**config.mk**
```make
export PLATFORM = sky130hd
export DESIGN_NAME = scc_stream_config
export DESIGN_NICKNAME = d
export VERILOG_FILES = /design/src/hdl/scc_pkg.sv /design/src/hdl/scc_desc_mem.sv /design/src/hdl/scc_completion_time_limit_timer.sv /design/src/hdl/scc_stream_config.sv
export SDC_FILE = /design/constraint.sdc
export NUM_CORES = 2
export LEC_CHECK = 0
export BUFFER_PORTS_ARGS = -buffer_cell sky130_fd_sc_hd__clkbuf_2
export CAP_MARGIN = 10
export CORE_ASPECT_RATIO = 0.5
export CORE_MARGIN = 5
export CORE_UTILIZATION = 65
export CTS_CLUSTER_SIZE = 24
export DETAILED_ROUTE_END_ITERATION = 7
export PLACE_DENSITY_LB_ADDON = 0.1
export SLEW_MARGIN = 0
export SYNTH_ARGS = -nofsm -noshare
export SYNTH_HDL_FRONTEND = slang
export SYNTH_SLANG_ARGS = --single-unit
```
**constraint.sdc**
```tcl
create_clock -name i_core_clk -period 20.1 [get_ports i_core_clk]
set_clock_uncertainty 0.05 [all_clocks]
set_input_delay 3.015 -clock i_core_clk [delete_from_list [all_inputs] [get_ports i_core_clk]]
set_output_delay 3.015 -clock i_core_clk [all_outputs]
set_load 0.01 [all_outputs]
```
**src/hdl/scc_pkg.sv**
```systemverilog
package scc_pkg;
   // ****************************************
   // Task-file register selects
   // ****************************************
   localparam logic [2:0] SEL_FEATURES = 3'h1;
   localparam logic [2:0] SEL_SECTOR_COUNT = 3'h2;
   localparam logic [2:0] SEL_DEVICE_HEAD = 3'h6;
   localparam logic [2:0] SEL_COMMAND = 3'h7;
   localparam logic [2:0] SEL_ERROR = 3'h1;
   localparam logic [2:0] SEL_STATUS = 3'h7;

   // ****************************************
   // Command and field layout
   // ****************************************
   localparam logic [7:0] CMD_CONFIGURE_STREAM = 8'h51;
   localparam int FEAT_ADD_BIT = 7;
   localparam int FEAT_DIR_BIT = 6;
   localparam int FEAT_ID_HI = 2;
   localparam int ID_W = 3;
   localparam int NUM_STREAMS = 8;
   localparam int AU_W = 16;
   localparam int UNIT_W = 32;
   localparam int COMPLETION_TIME_LIMIT_W = 40;
   localparam int DESC_W = 1 + AU_W + COMPLETION_TIME_LIMIT_W;

   // ****************************************
   // Error and status bits
   // ****************************************
   localparam int ERR_ABORT_BIT = 2;
   localparam int ST_BUSY_BIT = 7;
   localparam int ST_READY_BIT = 6;
   localparam int ST_SEEK_DONE_BIT = 4;
   localparam int ST_ERR_BIT = 0;
   localparam logic [7:0] STATUS_RESET = 8'h50;
   localparam logic [7:0] ZERO_BYTE = 8'h00;

   // ****************************************
   // Timing
   // ****************************************
   localparam int CLK_MHZ = 100;
   localparam int US_NS = 1000;
   localparam int CLK_PERIOD_NS = 10;
   localparam int CYCLES_PER_US = US_NS / CLK_PERIOD_NS;

   typedef enum logic [1:0] {
      ST_IDLE,
      ST_CALC,
      ST_COMMIT
   } scc_state_t;
endpackage

```
**src/hdl/scc_desc_mem.sv**
```systemverilog
`timescale 1ns/1ps
// Descriptor store, one entry per stream, registered read data
module scc_desc_mem #(
   parameter int DEPTH = 8,
   parameter int AW = 3,
   parameter int W = 57
) (
   input wire logic i_core_clk,
   input wire logic i_we,
   input wire logic [AW-1:0] i_waddr,
   input wire logic [W-1:0] i_wdata,
   input wire logic [AW-1:0] i_raddr,
   output logic [W-1:0] o_rdata
);
   logic [W-1:0] mem [DEPTH];

   // ****************************************
   // Storage and read register
   // ****************************************
   // No reset on the array; entry validity is tracked by the owner
   always_ff @(posedge i_core_clk) begin
      if (i_we) begin
         mem[i_waddr] <= i_wdata;
      end
      o_rdata <= mem[i_raddr];
   end
endmodule

```
**src/hdl/scc_completion_time_limit_timer.sv**
```systemverilog
`timescale 1ns/1ps
// Microsecond countdown of one command's completion time limit
module scc_completion_time_limit_timer #(
   parameter int LIMIT_W = 40,
   parameter int TICKS_PER_US = 100
) (
   input wire logic i_core_clk,
   input wire logic i_reset_n,
   input wire logic i_start,
   input wire logic [LIMIT_W-1:0] i_limit_us,
   input wire logic i_stop,
   output logic o_running,
   output logic o_expired
);
   localparam int PW = $clog2(TICKS_PER_US + 1);
   localparam logic [PW-1:0] PRE_LAST = PW'(TICKS_PER_US - 1);

   logic [PW-1:0] pre_r;
   logic [LIMIT_W-1:0] left_r;
   logic run_r;
   logic exp_r;
   wire us_tick = run_r && (pre_r == PRE_LAST);
   wire hit_zero = us_tick && (left_r <= LIMIT_W'(1));

   assign o_running = run_r;
   assign o_expired = exp_r;

   // ****************************************
   // Prescaler and countdown
   // ****************************************
   // Stop wins over expiry so a completion on the last tick is on time
   always_ff @(posedge i_core_clk or negedge i_reset_n) begin
      if (!i_reset_n) begin
         pre_r <= '0;
         left_r <= '0;
         run_r <= 1'b0;
         exp_r <= 1'b0;
      end else if (i_start) begin
         pre_r <= '0;
         left_r <= i_limit_us;
         run_r <= (i_limit_us != '0);
         exp_r <= 1'b0;
      end else if (i_stop) begin
         run_r <= 1'b0;
      end else if (run_r) begin
         pre_r <= us_tick ? '0 : pre_r + PW'(1);
         if (us_tick) begin
            left_r <= left_r - LIMIT_W'(1);
         end
         if (hit_zero) begin
            run_r <= 1'b0;
            exp_r <= 1'b1;
         end
      end
   end
endmodule

```
**src/hdl/scc_stream_config.sv**
```systemverilog
`timescale 1ns/1ps
// Notes on behaviour
// - Command code 51h selects stream configuration.
// - Add over valid stream replaces; abort keeps old.
// - Abort when streaming feature is unsupported.
// - Abort removal of never-configured stream identifier.
// - Feature bit 7 is add/remove flag.
// - Feature bit 6 stores read/write direction.
// - Feature bits 2:0 give stream identifier 0-7.
// - Limit = previous feature times time unit.
// - Zero requested limit uses stored default.
// - Limit measured from command write to interrupt; here the timer runs from the lookup answer until i_lk_done.
// - Limit below minimum is raised to minimum.
// - Previous sector count is allocation size high.
// - Abort sets abort bit and error; busy clear.
module scc_stream_config #(
   parameter int NUM_STREAMS = scc_pkg::NUM_STREAMS,
   parameter int TICKS_PER_US = scc_pkg::CYCLES_PER_US
) (
   input wire logic i_core_clk,
   input wire logic i_reset_n,
   // Task-file access from the host link
   input wire logic i_tf_wr,
   input wire logic i_tf_rd,
   input wire logic [2:0] i_tf_sel,
   input wire logic [7:0] i_tf_wdata,
   input wire logic i_high_order_byte_select,
   output logic [7:0] o_tf_rdata,
   output logic o_intrq,
   // Device configuration
   input wire logic i_streaming_supported,
   input wire logic [scc_pkg::UNIT_W-1:0] i_time_unit,
   input wire logic [scc_pkg::COMPLETION_TIME_LIMIT_W-1:0] i_min_completion_time_limit,
   // Later streaming command lookup
   input wire logic i_lk_req,
   input wire logic [scc_pkg::ID_W-1:0] i_lk_id,
   input wire logic [scc_pkg::COMPLETION_TIME_LIMIT_W-1:0] i_lk_completion_time_limit,
   input wire logic i_lk_done,
   output logic o_lk_valid,
   output logic o_lk_hit,
   output logic o_lk_dir,
   output logic [scc_pkg::AU_W-1:0] o_lk_au,
   output logic [scc_pkg::COMPLETION_TIME_LIMIT_W-1:0] o_lk_completion_time_limit,
   output logic o_completion_time_limit_running,
   output logic o_completion_time_limit_expired,
   output logic [NUM_STREAMS-1:0] o_stream_valid
);
   // ****************************************
   // Shadow task-file registers
   // ****************************************
   logic [7:0] feat_cur_r;
   logic [7:0] feat_prev_r;
   logic [7:0] sc_cur_r;
   logic [7:0] sc_prev_r;
   logic [7:0] dev_head_r;
   logic [7:0] error_r;
   logic [7:0] status_r;
   logic intrq_r;
   scc_pkg::scc_state_t state_r;
   scc_pkg::scc_state_t state_nxt;
   logic [NUM_STREAMS-1:0] valid_r;
   logic [scc_pkg::COMPLETION_TIME_LIMIT_W-1:0] completion_time_limit_r;
   logic abort_r;
   logic [scc_pkg::ID_W-1:0] id_r;
   logic add_r;
   logic dir_r;
   logic [scc_pkg::AU_W-1:0] au_r;

   wire busy = (state_r != scc_pkg::ST_IDLE);
   wire wr_feat = i_tf_wr && (i_tf_sel == scc_pkg::SEL_FEATURES);
   wire wr_sc = i_tf_wr && (i_tf_sel == scc_pkg::SEL_SECTOR_COUNT);
   wire wr_dh = i_tf_wr && (i_tf_sel == scc_pkg::SEL_DEVICE_HEAD);
   wire wr_cmd = i_tf_wr && (i_tf_sel == scc_pkg::SEL_COMMAND);
   // Command writes while busy are dropped, as on a real task file
   wire cmd_start = wr_cmd && !busy && (i_tf_wdata == scc_pkg::CMD_CONFIGURE_STREAM);

   // ****************************************
   // Field decode of the latched parameters
   // ****************************************
   wire feat_add = feat_cur_r[scc_pkg::FEAT_ADD_BIT];
   wire feat_dir = feat_cur_r[scc_pkg::FEAT_DIR_BIT];
   wire [scc_pkg::ID_W-1:0] feat_id = feat_cur_r[scc_pkg::FEAT_ID_HI:0];
   wire [scc_pkg::AU_W-1:0] feat_au = {sc_prev_r, sc_cur_r};
   // Product is exact: 8 by 32 bits fits the 40-bit limit
   wire [scc_pkg::COMPLETION_TIME_LIMIT_W-1:0] completion_time_limit_raw = scc_pkg::COMPLETION_TIME_LIMIT_W'(feat_prev_r) * scc_pkg::COMPLETION_TIME_LIMIT_W'(i_time_unit);
   wire [scc_pkg::COMPLETION_TIME_LIMIT_W-1:0] completion_time_limit_clamped = (completion_time_limit_raw < i_min_completion_time_limit) ? i_min_completion_time_limit : completion_time_limit_raw;
   wire abort_unsup = !i_streaming_supported;
   wire abort_remove = !add_r && !valid_r[id_r];
   wire commit_ok = (state_r == scc_pkg::ST_COMMIT) && !abort_r;
   wire mem_we = commit_ok && add_r;
   wire [scc_pkg::DESC_W-1:0] mem_wdata = {dir_r, au_r, completion_time_limit_r};
   wire [scc_pkg::DESC_W-1:0] mem_rdata;

   // ****************************************
   // Host writes into the shadow registers
   // ****************************************
   // Each features or sector count byte write while idle pushes the old current value into previous
   always_ff @(posedge i_core_clk or negedge i_reset_n) begin
      if (!i_reset_n) begin
         feat_cur_r <= scc_pkg::ZERO_BYTE;
         feat_prev_r <= scc_pkg::ZERO_BYTE;
         sc_cur_r <= scc_pkg::ZERO_BYTE;
         sc_prev_r <= scc_pkg::ZERO_BYTE;
         dev_head_r <= scc_pkg::ZERO_BYTE;
      end else if (!busy) begin
         if (wr_feat) begin
            feat_prev_r <= feat_cur_r;
            feat_cur_r <= i_tf_wdata;
         end
         if (wr_sc) begin
            sc_prev_r <= sc_cur_r;
            sc_cur_r <= i_tf_wdata;
         end
         if (wr_dh) begin
            dev_head_r <= i_tf_wdata;
         end
      end
   end

   // ****************************************
   // Command sequencer
   // ****************************************
   always_comb begin
      state_nxt = state_r;
      case (state_r)
         scc_pkg::ST_IDLE: begin
            if (cmd_start) begin
               state_nxt = scc_pkg::ST_CALC;
            end
         end
         scc_pkg::ST_CALC: begin
            state_nxt = scc_pkg::ST_COMMIT;
         end
         scc_pkg::ST_COMMIT: begin
            state_nxt = scc_pkg::ST_IDLE;
         end
         default: begin
            state_nxt = scc_pkg::ST_IDLE;
         end
      endcase
   end

   always_ff @(posedge i_core_clk or negedge i_reset_n) begin
      if (!i_reset_n) begin
         state_r <= scc_pkg::ST_IDLE;
      end else begin
         state_r <= state_nxt;
      end
   end

   // Parameters captured at the command write, so later shadow writes cannot alter them
   always_ff @(posedge i_core_clk or negedge i_reset_n) begin
      if (!i_reset_n) begin
         id_r <= '0;
         add_r <= 1'b0;
         dir_r <= 1'b0;
         au_r <= '0;
         completion_time_limit_r <= '0;
      end else if (cmd_start) begin
         id_r <= feat_id;
         add_r <= feat_add;
         dir_r <= feat_dir;
         au_r <= feat_au;
         completion_time_limit_r <= completion_time_limit_clamped;
      end
   end

   // Abort decision settles one cycle after capture
   always_ff @(posedge i_core_clk or negedge i_reset_n) begin
      if (!i_reset_n) begin
         abort_r <= 1'b0;
      end else if (state_r == scc_pkg::ST_CALC) begin
         abort_r <= abort_unsup || abort_remove;
      end
   end

   // ****************************************
   // Stream validity, one flag per identifier
   // ****************************************
   // An aborted command touches neither flag nor descriptor
   genvar g;
   generate
      for (g = 0; g < NUM_STREAMS; g++) begin : g_valid
         always_ff @(posedge i_core_clk or negedge i_reset_n) begin
            if (!i_reset_n) begin
               valid_r[g] <= 1'b0;
            end else if (commit_ok && (id_r == scc_pkg::ID_W'(g))) begin
               valid_r[g] <= add_r;
            end
         end
      end
   endgenerate
   assign o_stream_valid = valid_r;

   // ****************************************
   // Completion: error, status, interrupt
   // ****************************************
   // Busy shows from the command write until the interrupt
   always_ff @(posedge i_core_clk or negedge i_reset_n) begin
      if (!i_reset_n) begin
         error_r <= scc_pkg::ZERO_BYTE;
         status_r <= scc_pkg::STATUS_RESET;
         intrq_r <= 1'b0;
      end else if (cmd_start) begin
         status_r <= scc_pkg::ZERO_BYTE;
         status_r[scc_pkg::ST_BUSY_BIT] <= 1'b1;
         intrq_r <= 1'b0;
      end else if (state_r == scc_pkg::ST_COMMIT) begin
         error_r <= scc_pkg::ZERO_BYTE;
         error_r[scc_pkg::ERR_ABORT_BIT] <= abort_r;
         status_r <= scc_pkg::ZERO_BYTE;
         status_r[scc_pkg::ST_READY_BIT] <= 1'b1;
         status_r[scc_pkg::ST_SEEK_DONE_BIT] <= 1'b1;
         status_r[scc_pkg::ST_ERR_BIT] <= abort_r;
         intrq_r <= 1'b1;
      end else begin
         intrq_r <= 1'b0;
      end
   end
   assign o_intrq = intrq_r;

   // ****************************************
   // Task-file read path
   // ****************************************
   // Selector picks the previous sector count byte when high order byte select is set
   wire [7:0] rd_sc = i_high_order_byte_select ? sc_prev_r : sc_cur_r;
   wire [7:0] rd_mux = (i_tf_sel == scc_pkg::SEL_ERROR) ? error_r :
                       (i_tf_sel == scc_pkg::SEL_STATUS) ? status_r :
                       (i_tf_sel == scc_pkg::SEL_SECTOR_COUNT) ? rd_sc :
                       (i_tf_sel == scc_pkg::SEL_DEVICE_HEAD) ? dev_head_r : scc_pkg::ZERO_BYTE;

   always_ff @(posedge i_core_clk or negedge i_reset_n) begin
      if (!i_reset_n) begin
         o_tf_rdata <= scc_pkg::ZERO_BYTE;
      end else if (i_tf_rd) begin
         o_tf_rdata <= rd_mux;
      end
   end

   // ****************************************
   // Descriptor store
   // ****************************************
   scc_desc_mem #(
      .DEPTH(NUM_STREAMS),
      .AW(scc_pkg::ID_W),
      .W(scc_pkg::DESC_W)
   ) u_mem (
      .i_core_clk(i_core_clk),
      .i_we(mem_we),
      .i_waddr(id_r),
      .i_wdata(mem_wdata),
      .i_raddr(i_lk_id),
      .o_rdata(mem_rdata)
   );

   // ****************************************
   // Lookup for later streaming commands
   // ****************************************
   logic lk_pend_r;
   logic lk_hit_r;
   logic [scc_pkg::COMPLETION_TIME_LIMIT_W-1:0] lk_req_r;
   wire [scc_pkg::COMPLETION_TIME_LIMIT_W-1:0] stored_completion_time_limit = mem_rdata[scc_pkg::COMPLETION_TIME_LIMIT_W-1:0];
   // Zero request falls back on the stored default
   wire [scc_pkg::COMPLETION_TIME_LIMIT_W-1:0] lk_eff = (lk_req_r == '0 && lk_hit_r) ? stored_completion_time_limit : lk_req_r;

   always_ff @(posedge i_core_clk or negedge i_reset_n) begin
      if (!i_reset_n) begin
         lk_pend_r <= 1'b0;
         lk_hit_r <= 1'b0;
         lk_req_r <= '0;
      end else begin
         lk_pend_r <= i_lk_req;
         if (i_lk_req) begin
            lk_hit_r <= valid_r[i_lk_id];
            lk_req_r <= i_lk_completion_time_limit;
         end
      end
   end

   // Results registered; they stand until the next lookup answers
   always_ff @(posedge i_core_clk or negedge i_reset_n) begin
      if (!i_reset_n) begin
         o_lk_valid <= 1'b0;
         o_lk_hit <= 1'b0;
         o_lk_dir <= 1'b0;
         o_lk_au <= '0;
         o_lk_completion_time_limit <= '0;
      end else begin
         o_lk_valid <= lk_pend_r;
         if (lk_pend_r) begin
            o_lk_hit <= lk_hit_r;
            o_lk_dir <= lk_hit_r & mem_rdata[scc_pkg::DESC_W-1];
            o_lk_au <= lk_hit_r ? mem_rdata[scc_pkg::COMPLETION_TIME_LIMIT_W +: scc_pkg::AU_W] : '0;
            o_lk_completion_time_limit <= lk_eff;
         end
      end
   end

   // ****************************************
   // Completion time limit watch
   // ****************************************
   // Timer starts on the lookup answer; the limit runs until i_lk_done stops it
   scc_completion_time_limit_timer #(
      .LIMIT_W(scc_pkg::COMPLETION_TIME_LIMIT_W),
      .TICKS_PER_US(TICKS_PER_US)
   ) u_timer (
      .i_core_clk(i_core_clk),
      .i_reset_n(i_reset_n),
      .i_start(o_lk_valid),
      .i_limit_us(o_lk_completion_time_limit),
      .i_stop(i_lk_done),
      .o_running(o_completion_time_limit_running),
      .o_expired(o_completion_time_limit_expired)
   );
endmodule

```
==> impl_metrics.ini <==
[detailed_routing]
via_count = 24000
viasPerCell = 6.00
ant_nets = 0
drc = 0
first_iter_violations = 2377
wl_per_cell_um = 22.5
wirelength_um = 90000
first_pass_iters = 5

[cts]
clockRootBuffer = clkbuf_16
cts_hold_buffers = 0
cts_setup_buffers = 0
clock_sink_count = 788
cts_buffers = 69
tritoncts = built
clockBufferDepth = 3
cts_resized = 0
worstSkewPairLatency_ns = 0.60
htreeDepth = 3
clk_pin_slew_worst_paths_ns = 0.07

[yosys]
synth_most_common_cell = edfxtp_1
synth-seq-cells = 788
muxShareOfSynthArea_pct = 11.9
synthCells = 2943
synth_top_family_by_area = adder cells
syn-num-nets = 3359
yosysTopAreaCell = edfxtp_1
synth_xor_area_share_pct = 1.51
yosysSeqAreaShare_pct = 55.2
yosys-top-cells-area = edfxtp_1 35%, dfrtp_1 17%, fa_1 9.2%
async_reset_ff_share_pct = 34.9
syn_avg_cell_area_um2 = 13.4
synthAdderAreaFrac_pct = 12.4
ys_types = 71
synth_area_um2 = 39300
yosys_warnings = 0
synth_edf_count = 456
netlist_top_cells_count = 456 x edfxtp_1, 274 x dfrtp_1, 240 x nand2_1, 236 x inv_1, 210 x and2_1
yosys.area.top_type_share_pct = 34.8
yosys.area_share.simple_pct = 9.71
dominantRegCellSynth = edfxtp_1
synth_compound_area_share_pct = 5.76

[global_routing]
grt_usage_pct = 28.0
grt_pass1_wl_um = 142000
grt_pass1_vias = 24500
grt.overflow.total = 0
antenna_found_initial = 9
grt_max_degree = 148

[sta]
slew_violations = 0
rsz0062_at_grt = no
finalCritPeriodShare_pct = 49.2
setup_viol = 0
worstMarginPinSlew_ns = 1.15
relSlewSlack_pct = 23.6
hold_violations = 0
fin_ws_ns = 10.21
max_freq_mhz = 101
fin_crit_ns = 9.89
fin_setup_tns_ns = 0

[layout]
layout.nets = 3543
n_fill_cell = 3843
areaGrowthSynthToFinish_pct = 10.6
drive_gt1_share_pct = 19.9

[run_status]
status = finished, final reports clean

[run]
maxCapViolations = 0

[floorplan]
ios = 212
die_x_um = 358
die_h_um = 184
core_um2 = 59600
die_area_um2 = 65800
num_rows = 63
start_util_pct = 66.0

[setup_path]
crit_arrival_ns = 10.30
worstSetupEndpointType = register
critPathMostFrequentCell = fa_1
reg2reg_depth = 25
crit_fanout = 45
max_stage_delay_ns = 0.53
start_kind = input pin
rrSetupSlack_ns = 12.12
worst_ep_required_time_ns = 20.51
reg2reg_from = feat_prev_r[2]
slowest_stage = buf_4
r2r-end = completion_time_limit_r[35]
crit_type = in2reg

[worst_hold_path]
worstHoldStart = u_mem.o_rdata[51]
worstHoldEndpoint = o_lk_au[11]
whs_path_depth = 2
hold_class = reg2reg

[placed_design]
hpwl_um = 58800
post-place-ws_ns = 9.76
place_congestion = 0.891
io_buffers = 211
-- critical path: cells and delay by family --
kind                     cells  cell delay, ns
AO/OA/AOI/OAI               10            2.54
adder cells (fa/ha/maj)      6            2.60
buffers and inverters        4            0.76
AND/OR/NAND/NOR              5            1.34
-- layer usage --
| metal | vias to the layer above | wire length, µm | GRT usage [%] |
|---|---|---|---|
| met4 | 0 | 1620 | 6.61 |
| met3 | 109 | 7630 | 5.64 |
| met1 | 12100 | 39600 | 42.4 |
| li1 | 10800 | - | - |
| met5 | - | 0 | 0 |
| met2 | 999 | 41200 | 42.9 |
-- flip-flops by register name, indices dropped and copies added, names as in the netlist, 2 cells and up --
signal / flops
sc_cur_r: 8
sc_prev_r: 8
u_mem.mem: 456
status_r: 3
feat_cur_r: 8
o_lk_au: 16
state_r: 2
o_stream_valid: 8
u_timer.left_r: 40
dev_head_r: 8
id_r: 3
u_mem.o_rdata: 57
feat_prev_r: 8
au_r: 16
o_lk_completion_time_limit: 40
u_timer.pre_r: 7
o_tf_rdata: 8
lk_req_r: 40
completion_time_limit_r: 40
-- metrics by stage --
step           instance area (µm²)  util [%]  instances  hold slack [ns]
4_1_cts                      43500      73.0       3995            0.417
2_1_floorplan                39300         -       2943            0.302
3_5_place_dp                 41300      69.2       3867            0.403
6_report                     43500      73.0       4001            0.415
5_1_grt                      43500      73.0       4001            0.441
3_3_place_gp                 41300      69.2       3867            0.399
-- cell usage in the layout, fill, tap and decap left out, drive strengths merged, types with 35 or more instances in the layout --
master and n:
and2 211, o21ai 119, edfxtp 456, fa 180
xnor2 46, mux4 118, mux2 144, a21o 37
nor2 110, inv 242, dfxtp 57, nand3 35
nand2 240, dfrtp 274, clkbuf 310, mux2i 42
ha 102, a21oi 144
-- cell type report --
type / instances / area [µm²] / share of cell area [%]
multi-input combinational: 1792 / 16300 / 37.5
antenna: 5 / 12.5 / 0.0287
clock inverter: 26 / 231 / 0.532
timing repair buffer: 240 / 1310 / 3.01
inverter: 236 / 886 / 2.04
sequential: 788 / 21700 / 49.9
clock buffer: 102 / 2010 / 4.63
tap: 812 / 1020 / 2.33
-- how the worst max path moves through the flow --
stage                                from                     endpoint  slack, ns  cells after the start
after floorplan           i_time_unit[14]  completion_time_limit_r[24]      10.59                     25
after global placement    i_time_unit[14]  completion_time_limit_r[36]       9.87                     25
after detailed placement  i_time_unit[14]  completion_time_limit_r[35]       9.76                     25
after CTS                 i_time_unit[14]  completion_time_limit_r[35]      10.35                     25
after global routing      i_time_unit[13]  completion_time_limit_r[35]       9.86                     25
final                     i_time_unit[14]  completion_time_limit_r[35]      10.21                     25
-- logic make-up after synthesis --
logic type,Yosys count
compound gates,387
xor+xnor,68
fa+ha+maj,282
buf+inv,363
flops,788
mux,304
simple gates,751
Power is not shown: default switching activity piles up to over one toggle a cycle in this logic, so the estimate is an artifact.
